## src/logic/eft_pkg.sv

```systemverilog
// Constants for the external event filter and converter trigger block.
// Assumes a 32-bit APB slave placed inside the timer unit's register map.
package eft_pkg;

  // Register byte offsets
  localparam logic [11:0] EFT_UPPER_EVENT_CONFIG_OFS  = 12'h034;
  localparam logic [11:0] EFT_EVENT_FILTER_CTRL_OFS   = 12'h038;
  localparam logic [11:0] EFT_TRIG0_SOURCES_OFS       = 12'h03C;

  // Values after reset
  localparam logic [31:0] EFT_UPPER_EVENT_CONFIG_RST  = 32'h0000_0000;
  localparam logic [31:0] EFT_EVENT_FILTER_CTRL_RST   = 32'h0000_0000;
  localparam logic [31:0] EFT_TRIG0_SOURCES_RST       = 32'h0000_0000;

  // Writable bits; reserved positions are held at zero
  localparam logic [31:0] EFT_UPPER_EVENT_CONFIG_MASK = 32'h1F7F_F7DF;
  localparam logic [31:0] EFT_EVENT_FILTER_CTRL_MASK  = 32'hCF3C_F3CF;

  // Field layout: each upper event owns a six-bit slice
  localparam int EFT_NUM_EVENTS     = 5;
  localparam int EFT_EVENT_STRIDE   = 6;
  localparam int EFT_SRC_POS        = 0;
  localparam int EFT_POL_POS        = 2;
  localparam int EFT_EDGE_POS       = 3;
  localparam int EFT_FAST_POS       = 5;
  localparam int EFT_FCODE_POS      = 0;
  localparam int EFT_FCLK_DIV_POS   = 30;
  localparam int EFT_NUM_SOURCES    = 4;
  localparam int EFT_NUM_TRIG_SRC   = 32;

  // Edge selection codes
  localparam logic [1:0] EFT_EDGE_LEVEL   = 2'h0;
  localparam logic [1:0] EFT_EDGE_RISING  = 2'h1;
  localparam logic [1:0] EFT_EDGE_FALLING = 2'h2;
  localparam logic [1:0] EFT_EDGE_BOTH    = 2'h3;

  // Filter codes
  localparam logic [3:0] EFT_FCODE_BYPASS   = 4'h0;
  localparam logic [3:0] EFT_FCODE_FIRST_FCK = 4'h4;

  // Filter length minus one, indexed by filter code
  localparam logic [2:0] EFT_FLT_LEN_M1 [16] = '{
    3'h0, 3'h1, 3'h3, 3'h7, 3'h5, 3'h7, 3'h5, 3'h7,
    3'h5, 3'h7, 3'h4, 3'h5, 3'h7, 3'h4, 3'h5, 3'h7
  };

  // Power of two dividing the filter clock, indexed by filter code
  localparam logic [3:0] EFT_FLT_RATE_LOG2 [16] = '{
    4'h0, 4'h0, 4'h0, 4'h0, 4'h1, 4'h1, 4'h2, 4'h2,
    4'h3, 4'h3, 4'h4, 4'h4, 4'h4, 4'h5, 4'h5, 4'h5
  };

  // Free-running prescaler width covers divide by 8 times 32
  localparam int          EFT_PRESCALE_W   = 8;
  localparam logic [7:0]  EFT_PRESCALE_RST = 8'h00;

endpackage

```

## src/logic/eft_top.sv

```systemverilog
// External event 5..9 conditioning and converter trigger 0 source mux.
// Assumes event inputs and timer event pulses are synchronous to MCLK_I,
// and that software uses only full-word APB accesses.
//
// Summary of operation
// - Filter clock is kernel clock divided by two to the divide field.
// - Filter output changes only after N agreeing consecutive samples.
// - Code zero bypasses; codes one to three sample at kernel clock.
// - Codes four to nine sample filter clock over 2, 4, 8, N 6/8.
// - Codes ten to fifteen sample filter clock over 16 or 32.
// - Each upper event has its own four-bit filter code field.
// - Each upper event has own edge, polarity and source fields.
// - Event seven has a low latency select bit at bit 17.
// - Edge code zero is level with polarity; others pick edges.
// - Source field picks one of four inputs; software keeps it steady.
// - Normal mode adds a retiming stage; fast mode skips it.
// - Each trigger enable bit gates its own source event.
// - Bits 0..3 master compares, bit 4 master period.
// - Bits 5..9 take conditioned external events 0..4.
// - Bits 10..14 take sub-timer 0 compares, period, reset.
// - Bits 15..19 take sub-timer 1 compares, period, reset.
// - Bits 20..23 take sub-timer 2 compares and period.
// - Bits 24..27 take sub-timer 3 compares and period.
// - Bits 28..31 take sub-timer 4 compares and period.
// - Filter control and trigger sources reset to all zeros.
module eft_top
  import eft_pkg::*;
(
  input  wire logic        MCLK_I,
  input  wire logic        RESET_N_I,
  input  wire logic        PSEL_I,
  input  wire logic        PENABLE_I,
  input  wire logic        PWRITE_I,
  input  wire logic [11:0] PADDR_I,
  input  wire logic [31:0] PWDATA_I,
  input  wire logic [3:0]  PSTRB_I,
  output logic      [31:0] PRDATA_O,
  output logic             PREADY_O,
  output logic             PSLVERR_O,
  input  wire logic [19:0] EXT_EVENT_SRC_I,
  input  wire logic [4:0]  COND_EVENT_LOW_I,
  input  wire logic [3:0]  MASTER_CMP_I,
  input  wire logic        MASTER_PERIOD_I,
  input  wire logic [14:0] SUB_CMP_I,
  input  wire logic [4:0]  SUB_PERIOD_I,
  input  wire logic [1:0]  SUB_RESET_I,
  output logic      [4:0]  COND_EVENT_UPPER_O,
  output logic             CONVERTER_TRIGGER_0_O
);

  // Register state
  logic [31:0] upper_cfg_reg;
  logic [31:0] filter_ctl_reg;
  logic [31:0] trig0_en_reg;
  logic [31:0] prdata_reg;
  logic        pready_reg;
  logic        pslverr_reg;
  logic [EFT_PRESCALE_W-1:0] prescale_reg;
  logic        trigger_reg;
  logic [4:0]  cond_reg;

  // APB address decode
  wire         hit_cfg   = (PADDR_I == EFT_UPPER_EVENT_CONFIG_OFS);
  wire         hit_flt   = (PADDR_I == EFT_EVENT_FILTER_CTRL_OFS);
  wire         hit_trg   = (PADDR_I == EFT_TRIG0_SOURCES_OFS);
  wire         hit_any   = hit_cfg | hit_flt | hit_trg;
  wire         setup     = PSEL_I & ~PENABLE_I;
  // Partial writes are refused so a register never holds a torn word
  wire         bad_strb  = PWRITE_I & (PSTRB_I != 4'hF);
  wire         req_err   = ~hit_any | bad_strb;
  wire         access_ok = PSEL_I & PENABLE_I & pready_reg & ~pslverr_reg;
  wire         wr_en     = access_ok & PWRITE_I;
  wire         wr_cfg    = wr_en & hit_cfg;
  wire         wr_flt    = wr_en & hit_flt;
  wire         wr_trg    = wr_en & hit_trg;

  // Read data selection, captured during the setup cycle
  wire [31:0]  rd_mux =
    hit_cfg ? upper_cfg_reg  :
    hit_flt ? filter_ctl_reg :
    hit_trg ? trig0_en_reg   : 32'h0000_0000;

  // Next register values; reserved bits dropped on write
  wire [31:0]  upper_cfg_next  = wr_cfg ?
    (PWDATA_I & EFT_UPPER_EVENT_CONFIG_MASK) : upper_cfg_reg;
  wire [31:0]  filter_ctl_next = wr_flt ?
    (PWDATA_I & EFT_EVENT_FILTER_CTRL_MASK) : filter_ctl_reg;
  wire [31:0]  trig0_en_next   = wr_trg ? PWDATA_I : trig0_en_reg;

  // Zero wait state answer: ready in the cycle after setup
  wire         pready_next  = setup;
  wire         pslverr_next = setup & req_err;
  wire [31:0]  prdata_next  = (setup & ~PWRITE_I & ~req_err) ?
    rd_mux : 32'h0000_0000;

  // Configuration registers
  always_ff @(posedge MCLK_I or negedge RESET_N_I) begin
    if (!RESET_N_I) begin
      upper_cfg_reg  <= EFT_UPPER_EVENT_CONFIG_RST;
      filter_ctl_reg <= EFT_EVENT_FILTER_CTRL_RST;
      trig0_en_reg   <= EFT_TRIG0_SOURCES_RST;
    end else begin
      upper_cfg_reg  <= upper_cfg_next;
      filter_ctl_reg <= filter_ctl_next;
      trig0_en_reg   <= trig0_en_next;
    end
  end

  // APB answer registers
  always_ff @(posedge MCLK_I or negedge RESET_N_I) begin
    if (!RESET_N_I) begin
      pready_reg  <= 1'b0;
      pslverr_reg <= 1'b0;
      prdata_reg  <= 32'h0000_0000;
    end else begin
      pready_reg  <= pready_next;
      pslverr_reg <= pslverr_next;
      prdata_reg  <= prdata_next;
    end
  end

  // Free-running prescaler shared by all five filters
  wire [EFT_PRESCALE_W-1:0] prescale_next =
    prescale_reg + {{(EFT_PRESCALE_W-1){1'b0}}, 1'b1};

  always_ff @(posedge MCLK_I or negedge RESET_N_I) begin
    if (!RESET_N_I) begin
      prescale_reg <= EFT_PRESCALE_RST;
    end else begin
      prescale_reg <= prescale_next;
    end
  end

  // Filter clock divide field, as a power of two
  wire [1:0]   fclk_div = filter_ctl_reg[EFT_FCLK_DIV_POS +: 2];

  // Per-event conditioning chain
  genvar k;
  generate
    for (k = 0; k < EFT_NUM_EVENTS; k++) begin : g_evt
      logic [2:0] cnt_reg;
      logic       dly_reg;
      logic       flt_reg;
      logic       prev_reg;
      logic [2:0] cnt_next;
      logic       flt_next;
      logic       cond_next;

      // Field extraction for this event
      wire [5:0]  cfg   = upper_cfg_reg[k*EFT_EVENT_STRIDE +: 6];
      wire [1:0]  src   = cfg[EFT_SRC_POS +: 2];
      wire        pol   = cfg[EFT_POL_POS];
      wire [1:0]  edge_sel = cfg[EFT_EDGE_POS +: 2];
      // Bit only writable for event seven; masked zero elsewhere
      wire        fast  = cfg[EFT_FAST_POS];
      wire [3:0]  fcode =
        filter_ctl_reg[k*EFT_EVENT_STRIDE + EFT_FCODE_POS +: 4];

      // Source choice among four inputs
      wire [3:0]  srcs  = EXT_EVENT_SRC_I[k*EFT_NUM_SOURCES +: 4];
      wire        raw   = srcs[src];

      // Normal mode pays a cycle of retiming, fast mode does not
      wire        in_sel = fast ? raw : dly_reg;

      // Sample tick: codes below four run at the kernel clock
      wire        use_fck = (fcode >= EFT_FCODE_FIRST_FCK);
      wire [3:0]  shift   = use_fck ?
        (4'({2'b00, fclk_div}) + EFT_FLT_RATE_LOG2[fcode]) : 4'h0;
      wire [8:0]  one_hot = 9'h001 << shift;
      wire [7:0]  tick_mask = one_hot[7:0] - 8'h01;
      wire        tick    = ((prescale_reg & tick_mask) == 8'h00);
      wire [2:0]  len_m1  = EFT_FLT_LEN_M1[fcode];

      // Counting filter: a mismatch must persist N samples
      always_comb begin
        cnt_next = cnt_reg;
        flt_next = flt_reg;
        if (fcode == EFT_FCODE_BYPASS) begin
          cnt_next = 3'h0;
          flt_next = in_sel;
        end else if (tick) begin
          if (in_sel == flt_reg) begin
            cnt_next = 3'h0;
          end else if (cnt_reg == len_m1) begin
            cnt_next = 3'h0;
            flt_next = in_sel;
          end else begin
            cnt_next = cnt_reg + 3'h1;
          end
        end
      end

      // Edge and polarity on the filtered level
      wire        rise = flt_reg & ~prev_reg;
      wire        fall = ~flt_reg & prev_reg;

      always_comb begin
        case (edge_sel)
          EFT_EDGE_LEVEL:   cond_next = flt_reg ^ pol;
          EFT_EDGE_RISING:  cond_next = rise;
          EFT_EDGE_FALLING: cond_next = fall;
          EFT_EDGE_BOTH:    cond_next = rise | fall;
          default:          cond_next = 1'b0;
        endcase
      end

      // Filter state; identical for every event
      always_ff @(posedge MCLK_I or negedge RESET_N_I) begin
        if (!RESET_N_I) begin
          dly_reg     <= 1'b0;
          cnt_reg     <= 3'h0;
          flt_reg     <= 1'b0;
          prev_reg    <= 1'b0;
          cond_reg[k] <= 1'b0;
        end else begin
          dly_reg     <= raw;
          cnt_reg     <= cnt_next;
          flt_reg     <= flt_next;
          prev_reg    <= flt_reg;
          cond_reg[k] <= cond_next;
        end
      end
    end
  endgenerate

  // Trigger source vector in enable bit order
  wire [EFT_NUM_TRIG_SRC-1:0] trig_events = {
    SUB_PERIOD_I[4], SUB_CMP_I[14:12],
    SUB_PERIOD_I[3], SUB_CMP_I[11:9],
    SUB_PERIOD_I[2], SUB_CMP_I[8:6],
    SUB_RESET_I[1], SUB_PERIOD_I[1], SUB_CMP_I[5:3],
    SUB_RESET_I[0], SUB_PERIOD_I[0], SUB_CMP_I[2:0],
    COND_EVENT_LOW_I,
    MASTER_PERIOD_I, MASTER_CMP_I
  };

  // Gate by enables and merge coincident events into one pulse
  wire [EFT_NUM_TRIG_SRC-1:0] trig_gated = trig_events & trig0_en_reg;
  wire         trigger_next = |trig_gated;

  always_ff @(posedge MCLK_I or negedge RESET_N_I) begin
    if (!RESET_N_I) begin
      trigger_reg <= 1'b0;
    end else begin
      trigger_reg <= trigger_next;
    end
  end

  // Outputs straight from flip-flops
  assign PRDATA_O              = prdata_reg;
  assign PREADY_O              = pready_reg;
  assign PSLVERR_O             = pslverr_reg;
  assign COND_EVENT_UPPER_O    = cond_reg;
  assign CONVERTER_TRIGGER_0_O = trigger_reg;

endmodule

```

## config.mk

```make
export PLATFORM = sky130hd
export DESIGN_NAME = eft_top
export DESIGN_NICKNAME = d
export VERILOG_FILES = /design/src/logic/eft_pkg.sv /design/src/logic/eft_top.sv
export SDC_FILE = /design/constraint.sdc
export NUM_CORES = 1
export LEC_CHECK = 0
export ABC_CLOCK_PERIOD_IN_PS = 4000
export BUFFER_PORTS_ARGS = -buffer_cell sky130_fd_sc_hd__buf_2
export CORE_MARGIN = 1.5
export CORE_UTILIZATION = 52
export DETAILED_ROUTE_END_ITERATION = 6
export GPL_TIMING_DRIVEN = 0
export PLACE_DENSITY = 0.78
export SYNTH_ARGS = -nofsm -noshare
export SYNTH_HDL_FRONTEND = slang
export SYNTH_SLANG_ARGS = --single-unit
```

## constraint.sdc

```tcl
create_clock -name MCLK_I -period 4 [get_ports MCLK_I]
set_input_delay 0.2 -clock MCLK_I [delete_from_list [all_inputs] [get_ports MCLK_I]]
set_output_delay 0.2 -clock MCLK_I [all_outputs]
set_load 0.02 [all_outputs]
```

==> metrics.md, run 1 <==
| Metric | Value |
|---|---|
| Status | finished, violations left |
| Failing checks | negative setup slack |
| Die width | 137 µm |
| Min Tclk post-route | a little over 4 ns |
| Final number of setup-violating endpoints | 1 |
| Commonest cells after routing, fill and taps aside | dfrtp_1 (148), buf_2 (146), mux2_2 (73), nor2_1 (68), nand2_1 (54) |
| Bufs and invs on worst path | 2 |
| CP Launch Type | flop |
| Ys flop type | dfrtp_1 |
| Crit path cell chain | buf_4 -> nand2b_1 -> o21ai_1 -> ha_2 -> fa_2 -> and2_4 -> a221o_1 -> nor2_2 -> nand2_2 -> ha_4 -> buf_6 -> mux2i_1 -> a221o_1 -> a221oi_4 -> a21oi_2 -> mux2_4 |
| ANT nets after route | 0 |
| Share of post-route cells with drive strength above 1 | 0.377 |
| Max-capacitance violation count | 0 |
| Slowest stage cell, crit path | dfrtp_2 |
| I/O pin cnt | approximately 150 |
| Crit Path Class | flop to flop |
| Leakage | 5.63 nW |
| Max H-tree Level | 4 |
| Met2 usage in global routing | 0.474 |
| Syn_nets | 1033 |
| Tot GR Track Use | 0.279 |
| Final hold violations | 0 |
| Synth unique cells | 84 |
| Final setup margin | -0.0276 ns |
| Synth Area per Inst | 10.8 µm² |
| Async set or reset register ratio after synthesis | 1.00 |
| Starting Density | 0.538 |
| Max Slew Vio Count | 0 |
| DR WL/cell | 20.4 µm |
| Met3 usage | 0.0500 |
| Clock tree sinks | 158 |
| Detailed Routing Iterations Pass 1 | 6 |
| Worst Clk Skew | 0.00518 ns |
| Final nets | between 1k and 1.5k |
| Root Buffer | clkbuf_16 |
| Critical path peak fanout | 10 |
| Port bufs | ~140 |
| Sequential-to-total area share from yosys stat | 0.422 |
| Area growth from synthesis to layout | 24.6% |
| Worst hold path class | input pin to flop |
| Placed cell count | between 1k and 1.5k |
| Worst-Margin Slew | 0.924 ns |
| Number of flops mapped to enable cells by yosys | 0 |
| Routed vias | 8027 |
| GP Congestion | 0.858 |
| Antenna diodes | 0 |
| Dpl hpwl | 18000 µm |
| Fin Setup TNS | -0.0276 ns |
| Area of the multi-input gates | about 5200 µm² |
| DR iter-0 viols | 743 |
| Critical Path Sink Type | flop |
| Unrepaired setup endpoints after global routing | true |
| Met1 Use GR | 0.360 |
| Worst rel slew slack | 0.381 |
| Largest net degree at the start of global routing | 81 |
| Die area | 18800 µm² |
| VDD IR max | ~270 µV |
| Cell Count, Final, Fillers Out | 1312 |
| First-pass GRT wire length | 39700 µm |
| DR DRC count | 0 |
| Initial antenna violation count | 1 |
| Maximum clock rate | between 0.2 and 0.25 GHz |
| Site Rows | 48 |
| CP top delay family | compound AO/OA/AOI/OAI gates |
| Max incr delay on CP | 0.45 ns |
| Remaining Overflow, GRT | 0 |
| Core Area | approximately 17000 µm² |
| Most common cell after layout, fill and taps aside | dfrtp_1 |
| Global-route layer with the greatest usage | met2 |
| Clk_lat worst skew | 0.43 ns |
| Post-Syn Area | between 9000 and 10000 µm² |
| Final worst-path cycle share | 1.01 |
| DRT Wirelength | 26800 µm |
| Worst endpoint required time | 4.31 ns |
| Clock slew at reported path FFs | around 0.070 ns |
| TritonCTS clock tree | done |
| Syn Inst Count | 867 |
| TritonCTS buffer count | 17 |
| Arr. time, crit path | 4.34 ns |
| Critical Path Most Common Cell | a221o_1 |
| Register bit count reported by yosys | 158 |
| Register area | 3970 µm² |
| Die Ht | 137 µm |
| Number of vias per cell | 6.12 |
| Yosys warning total | 0 |
| CTS max path bufs | 2 |
| Number of global-route vias before repair | roughly 7.6k |
| Cell Pwr Density | 348 nW/µm² |
| Layout fillers | 1250 |
what timing repair did:
| action | in CTS | in global routing |
|---|---|---|
| setup endpoints to repair | 16 | 20 |
| cloned | 0 | 0 |
| hold endpoints to repair | 82 | 0 |
| gates resized for setup | 39 | 71 |
| pin swaps | 15 | 32 |
| setup buffers | 17 | 24 |
| hold buffers | 4 | 0 |
cells by family (layout without fill, tap and decap cells):
| group | count (synthesis) | after routing | share of synthesized area |
|---|---|---|---|
| mux | 105 | 105 | 0.143 |
| fa+ha+maj | 61 | 61 | 0.0855 |
| flops | 158 | 158 | 0.422 |
| buf+inv | 97 | 317 | 0.0441 |
| xor+xnor | 38 | 38 | 0.0355 |
| simple gates | 230 | 230 | 0.127 |
| compound gates | 178 | 178 | 0.143 |
worst paths after layout:
path | from | to | slack, ns | depth (start not counted)
setup / recovery | filter_ctl_reg[3] | g_evt[0].flt_reg | -0.03 | 16
hold / removal | PWDATA_I[5] | trig0_en_reg[5] | 0.006 | 2
setup reg to reg | filter_ctl_reg[3] | g_evt[0].flt_reg | -0.03 | 16
hold reg to reg | g_evt[2].flt_reg | g_evt[2].prev_reg | 0.48 | 0
max in group asynchronous | RESET_N_I | filter_ctl_reg[20] | 2.76 | 3
min in group asynchronous | RESET_N_I | trig0_en_reg[29] | 0.36 | 2
through the flow:
step	hold slack [ns]	worst slack [ns]	util	cell area, µm²	total power [mW]
after floorplan	-0.0956	-0.0179	-	9370	2.18
after global placement	0.433	-0.481	0.596	10400	2.36
after detailed placement	0.287	-0.596	0.597	10400	2.40
after CTS	0.000246	0.00140	0.648	11300	4.04
after global routing	0.00438	-0.167	0.670	11700	4.22
final	0.00614	-0.0276	0.670	11700	4.06
Yosys cell counts (3+ instances only):
cell type | n | area (µm²)
dfrtp_1 | 158 | 3950
mux2_2 | 73 | 822
nor2_1 | 70 | 263
inv_1 | 58 | 218
ha_1 | 56 | 701
nand2_1 | 56 | 210
o21ai_0 | 52 | 260
a222oi_1 | 22 | 220
xor2_1 | 21 | 184
nand3_1 | 19 | 95.1
a22oi_1 | 18 | 135
clkbuf_1 | 18 | 67.6
xnor2_1 | 17 | 149
a21oi_1 | 15 | 75.1
mux4_2 | 15 | 338
mux2i_1 | 14 | 140
nand4_1 | 11 | 68.8
buf_2 | 10 | 50.1
nand2b_1 | 10 | 62.6
nor3_1 | 10 | 50.1
and3_1 | 8 | 50.1
nor3b_1 | 6 | 45.0
o22ai_1 | 6 | 37.5
or2_2 | 6 | 37.5
buf_4 | 5 | 37.5
fa_1 | 5 | 100
o21a_1 | 5 | 37.5
a211oi_1 | 4 | 30.0
a21boi_0 | 4 | 30.0
a31oi_1 | 4 | 25.0
and2_1 | 4 | 25.0
buf_1 | 4 | 15.0
nand3b_1 | 4 | 30.0
nor4_1 | 4 | 25.0
a221oi_1 | 3 | 26.3
a22o_1 | 3 | 26.3
and3b_1 | 3 | 26.3
nor2b_1 | 3 | 18.8
o2111ai_1 | 3 | 26.3
o211ai_1 | 3 | 22.5
routing by layer:
layer | share of wire | vias to the layer above
met4 | 0.033 | 2
met1 | 0.40 | 3969
met2 | 0.50 | 400
met3 | 0.064 | 70
li1 | - | 3586
met5 | 0.00041 | -
power breakdown:
group	internal [mW]	total, mW	switching (mW)
clock network	0.893	1.66	0.767
logic	0.269	0.559	0.290
registers	1.71	1.85	0.134
final cells by class:
cell class | count | share of cell area
multi-input combinational | 612 | 0.449
sequential | 158 | 0.340
timing repair buffer | 190 | 0.0951
clock buffer | 17 | 0.0365
tap | 225 | 0.0241
buffer | 37 | 0.0205
inverter | 58 | 0.0199
clock inverter | 15 | 0.0151
(Power assumes the default switching activity.)
==> inputs of run 2 (changes only) <==
--- a/config.mk
+++ b/config.mk
@@ -5,7 +5,7 @@
 export SDC_FILE = /design/constraint.sdc
 export NUM_CORES = 1
 export LEC_CHECK = 0
-export ABC_CLOCK_PERIOD_IN_PS = 4000
+export ABC_AREA = 1
 export BUFFER_PORTS_ARGS = -buffer_cell sky130_fd_sc_hd__buf_2
 export CORE_MARGIN = 1.5
 export CORE_UTILIZATION = 52
==> run 2 against run 1 <==
  * The flow finishes with violations (design-rule violations)
  * Critical path type unchanged
  * Via count rose by 13%
  * Count of clock-buffer cells in the layout did not move
  * Register-to-register slack improved by 0.40 ns
  * Final area fell by 3.4%
  * Synthesized area rose by 2.6%
  * Sequential share of layout area rose by 1.1 points
==> metrics.md, run 2 <==
| Metric | Value |
|---|---|
| Status | finished, violations left (unchanged) |
| Failing checks | design-rule violations (was negative setup slack) |
| Syn_nets | 1381 (was 1033) |
| Design Power | 3.48 mW (was 4.06 mW) |
| Min Tclk post-route | 3.62 ns (was 4.03 ns) |
| Max incr delay on CP | 0.50 ns (was 0.45 ns) |
| Worst hold path class | input pin to flop (unchanged) |
| Synth unique cells | 45 (was 84) |
| Ys flop type | dfrtp_1 (unchanged) |
| Leakage | 5.81 nW (was 5.63 nW) |
| DR iter-0 viols | 730 (was 743) |
| Arr. time, crit path | 3.94 ns (was 4.34 ns) |
| Largest cells by area after synthesis | dfrtp_1 (41%), nand2_1 (10%), ha_1 (7.3%) (was dfrtp_1 (42%), mux2_2 (8.8%), ha_1 (7.5%)) |
| Die area | 19300 µm² (was 18800 µm²) |
| Initial antenna violation count | 0 (was 1) |
| ANT nets after route | 0 (unchanged) |
| Antenna diodes | 0 (unchanged) |
| Post-CTS Setup Bufs | 0 (was 17) |
| Number of flops mapped to enable cells by yosys | 0 (unchanged) |
| Critical Path Sink Type | flop (unchanged) |
| Site Rows | 49 (was 48) |
| DR DRC count | 8 (was 0) |
| Critical path peak fanout | 7 (was 10) |
| Number of vias per cell | 5.60 (was 6.12) |
| Share of post-route cells with drive strength above 1 | 0.184 (was 0.377) |
| Syn Inst Count | 1215 (was 867) |
| Worst endpoint required time | 4.32 ns (was 4.31 ns) |
| Root Buffer | clkbuf_16 (unchanged) |
| Core Area | 18000 µm² (was 17400 µm²) |
| Final worst-path cycle share | 0.906 (was 1.01) |
| Max H-tree Level | 4 (unchanged) |
| Clock slew at reported path FFs | 0.07 ns (about the same) |
| Post-Syn Area | 9610 µm² (was 9360 µm²) |
| Maximum clock rate | 0.276 GHz (was 0.248 GHz) |
| Synth Area per Inst | 7.91 µm² (was 10.8 µm²) |
| Slowest stage cell, crit path | dfrtp_1 (was dfrtp_2) |
| Sequential-to-total area share from yosys stat | 0.411 (was 0.422) |
| Die width | 139 µm (was 137 µm) |
| CTS max path bufs | 2 (unchanged) |
| Largest net degree at the start of global routing | 93 (was 81) |
| Yosys warning total | 0 (unchanged) |
| Number of global-route vias before repair | 8542 (was 7565) |
| Final nets | 1546 (was 1240) |
| VDD IR max | 295 µV (was 273 µV) |
| Layout fillers | 1586 (was 1250) |
| Max-capacitance violation count | 0 (unchanged) |
| First-pass GRT wire length | 43600 µm (was 39700 µm) |
| TritonCTS buffer count | 17 (unchanged) |
| Async set or reset register ratio after synthesis | 1.00 (unchanged) |
| Most common cell after layout, fill and taps aside | nand2_1 (was dfrtp_1) |
| I/O pin cnt | 145 (unchanged) |
| GP Congestion | 0.918 (was 0.858) |
| Commonest cells after routing, fill and taps aside | nand2_1 (256), dfrtp_1 (158), buf_2 (148), inv_1 (127), nor2_1 (124) (was dfrtp_1 (148), buf_2 (146), mux2_2 (73), nor2_1 (68), nand2_1 (54)) |
| Routed vias | 9081 (was 8027) |
| Die Ht | 139 µm (was 137 µm) |
| CP Launch Type | flop (unchanged) |
| Final number of setup-violating endpoints | 0 (was 1) |
| Max Slew Vio Count | 0 (unchanged) |
| Yosys top cell by area | dfrtp_1 (unchanged) |
| Detailed Routing Iterations Pass 1 | 7 (was 6) |
| Remaining Overflow, GRT | 0 (unchanged) |
| Starting Density | 0.533 (was 0.538) |
| Worst rel slew slack | 0.435 (was 0.381) |
| Fin Setup TNS | 0 ns (was -0.0276 ns) |
| Area growth from synthesis to layout | 17.3% (was 24.6%) |
| Unrepaired setup endpoints after global routing | false (was true) |
| TritonCTS clock tree | done (unchanged) |
| Area share of the largest cell type after synthesis | 0.411 (was 0.422) |
| Dpl hpwl | 20100 µm (was 18000 µm) |
| DR WL/cell | 16.8 µm (was 20.4 µm) |
| Clock tree sinks | 158 (unchanged) |
| Worst-Margin Slew | 0.848 ns (was 0.924 ns) |
| Port bufs | 144 (unchanged) |
| Crit path cell chain | inv_1 -> ha_1 -> nor2_1 -> nor2_1 -> nor2_1 -> ha_1 -> fa_1 -> o21ai_2 -> inv_1 -> nor2_2 -> nand3_2 -> ha_1 -> o21bai_1 -> nand3_1 -> nand2_1 -> nor2_1 -> nand2_1 -> nand2_1 -> inv_2 -> nand2_1 -> nand2_1 (was buf_4 -> nand2b_1 -> o21ai_1 -> ha_2 -> fa_2 -> and2_4 -> a221o_1 -> nor2_2 -> nand2_2 -> ha_4 -> buf_6 -> mux2i_1 -> a221o_1 -> a221oi_4 -> a21oi_2 -> mux2_4) |
| DRT Wirelength | 27200 µm (was 26800 µm) |
| Cell Pwr Density | 309 nW/µm² (was 348 nW/µm²) |
| Critical Path Most Common Cell | nand2_1 (was a221o_1) |
| Final hold violations | 0 (unchanged) |
| Register bit count reported by yosys | 158 (unchanged) |
| Crit Path Class | flop to flop (unchanged) |
| Clk_lat worst skew | 0.43 ns (about the same) |
| Count leader, synth | nand2_1 (was dfrtp_1) |
| Synth top cells by count | nand2_1 (256), dfrtp_1 (158), inv_1 (127) (was dfrtp_1 (158), mux2_2 (73), nor2_1 (70)) |
| Tot GR Track Use | 0.286 (was 0.279) |
| Worst Clk Skew | 0.00836 ns (was 0.00518 ns) |
-- run 2: changes by cell type after synthesis, sizes merged, moves of 25 or more --
cell / change
a21oi: +25
inv: +91
mux2: -74
nand2: +214
nand3: +45
nor2: +69
o21ai: +85
-- run 2: final timing paths --
| path | startpoint | cells past startpoint | slack [ns] | end |
|---|---|---|---|---|
| setup / recovery | filter_ctl_reg[1] | 21 | 0.38 | g_evt[0].cnt_reg[2] |
| hold / removal | PWDATA_I[29] | 2 | 0.003 | trig0_en_reg[29] |
| hold reg to reg | g_evt[0].dly_reg | 2 | 0.49 | g_evt[0].flt_reg |
| min in group asynchronous | RESET_N_I | 2 | 0.32 | PRDATA_O[4] |
| setup reg to reg | filter_ctl_reg[1] | 21 | 0.38 | g_evt[0].cnt_reg[2] |
| max in group asynchronous | RESET_N_I | 3 | 2.86 | g_evt[2].cnt_reg[2] |
-- run 2: metal layers --
metal / share of wire / GRT usage
met5: 0 / 0
met1: 0.43 / 0.388
met2: 0.45 / 0.453
met3: 0.085 / 0.0584
met4: 0.031 / 0.109
-- run 2: cells by family after synthesis --
| logic type | Yosys count | synth area share |
|---|---|---|
| AND/OR/NAND/NOR | 512 | 0.234 |
| AO/OA/AOI/OAI | 261 | 0.161 |
| buffers and inverters | 188 | 0.0784 |
| flip-flops | 158 | 0.411 |
| adder cells (fa/ha/maj) | 61 | 0.0833 |
| XOR/XNOR | 32 | 0.0292 |
| multiplexers | 3 | 0.00339 |
-- run 2: cell type report --
cell class	count	area (µm²)	share of cell area
clock inverter	14	181	0.0161
clock buffer	17	425	0.0377
sequential	158	3950	0.351
timing repair buffer	146	768	0.0682
buffer	39	194	0.0172
inverter	149	559	0.0496
tap	229	287	0.0254
multi-input combinational	869	4900	0.435
-- run 2: power breakdown --
part,switching [mW],internal (mW)
Clock,0.711,0.994
Combinational,0.0935,0.0616
Sequential,0.0111,1.61
-- run 2: worst max-delay path: cells and delay by family (launching register included) --
kind	cells	cell delay, ns
and+or+nand+nor	12	1.25
adders and majority gates	4	1.17
DFF	1	0.50
buffers and inverters	3	0.32
AOI/OAI and AO/OA	2	0.29
-- run 2: stage by stage --
| stage | hold WS (ns) | worst slack [ns] | cells | area [µm²] | utilization |
|---|---|---|---|---|---|
| 2_1_floorplan | -0.0956 | 0.910 | 1215 | 9610 | - |
| 3_3_place_gp | 0.435 | 0.329 | 1588 | 10600 | 0.589 |
| 3_5_place_dp | 0.187 | 0.488 | 1589 | 10700 | 0.591 |
| 4_1_cts | 0.000259 | 0.406 | 1621 | 11300 | 0.625 |
| 5_1_grt | 0.00978 | 0.129 | 1621 | 11300 | 0.625 |
| 6_report | 0.00281 | 0.376 | 1621 | 11300 | 0.625 |
-- run 2: timing repair --
action,CTS,global route
endpoints found under the hold margin,66,0
setup endpoints to repair,0,0
resized for setup,0,0
hold buffers,1,0
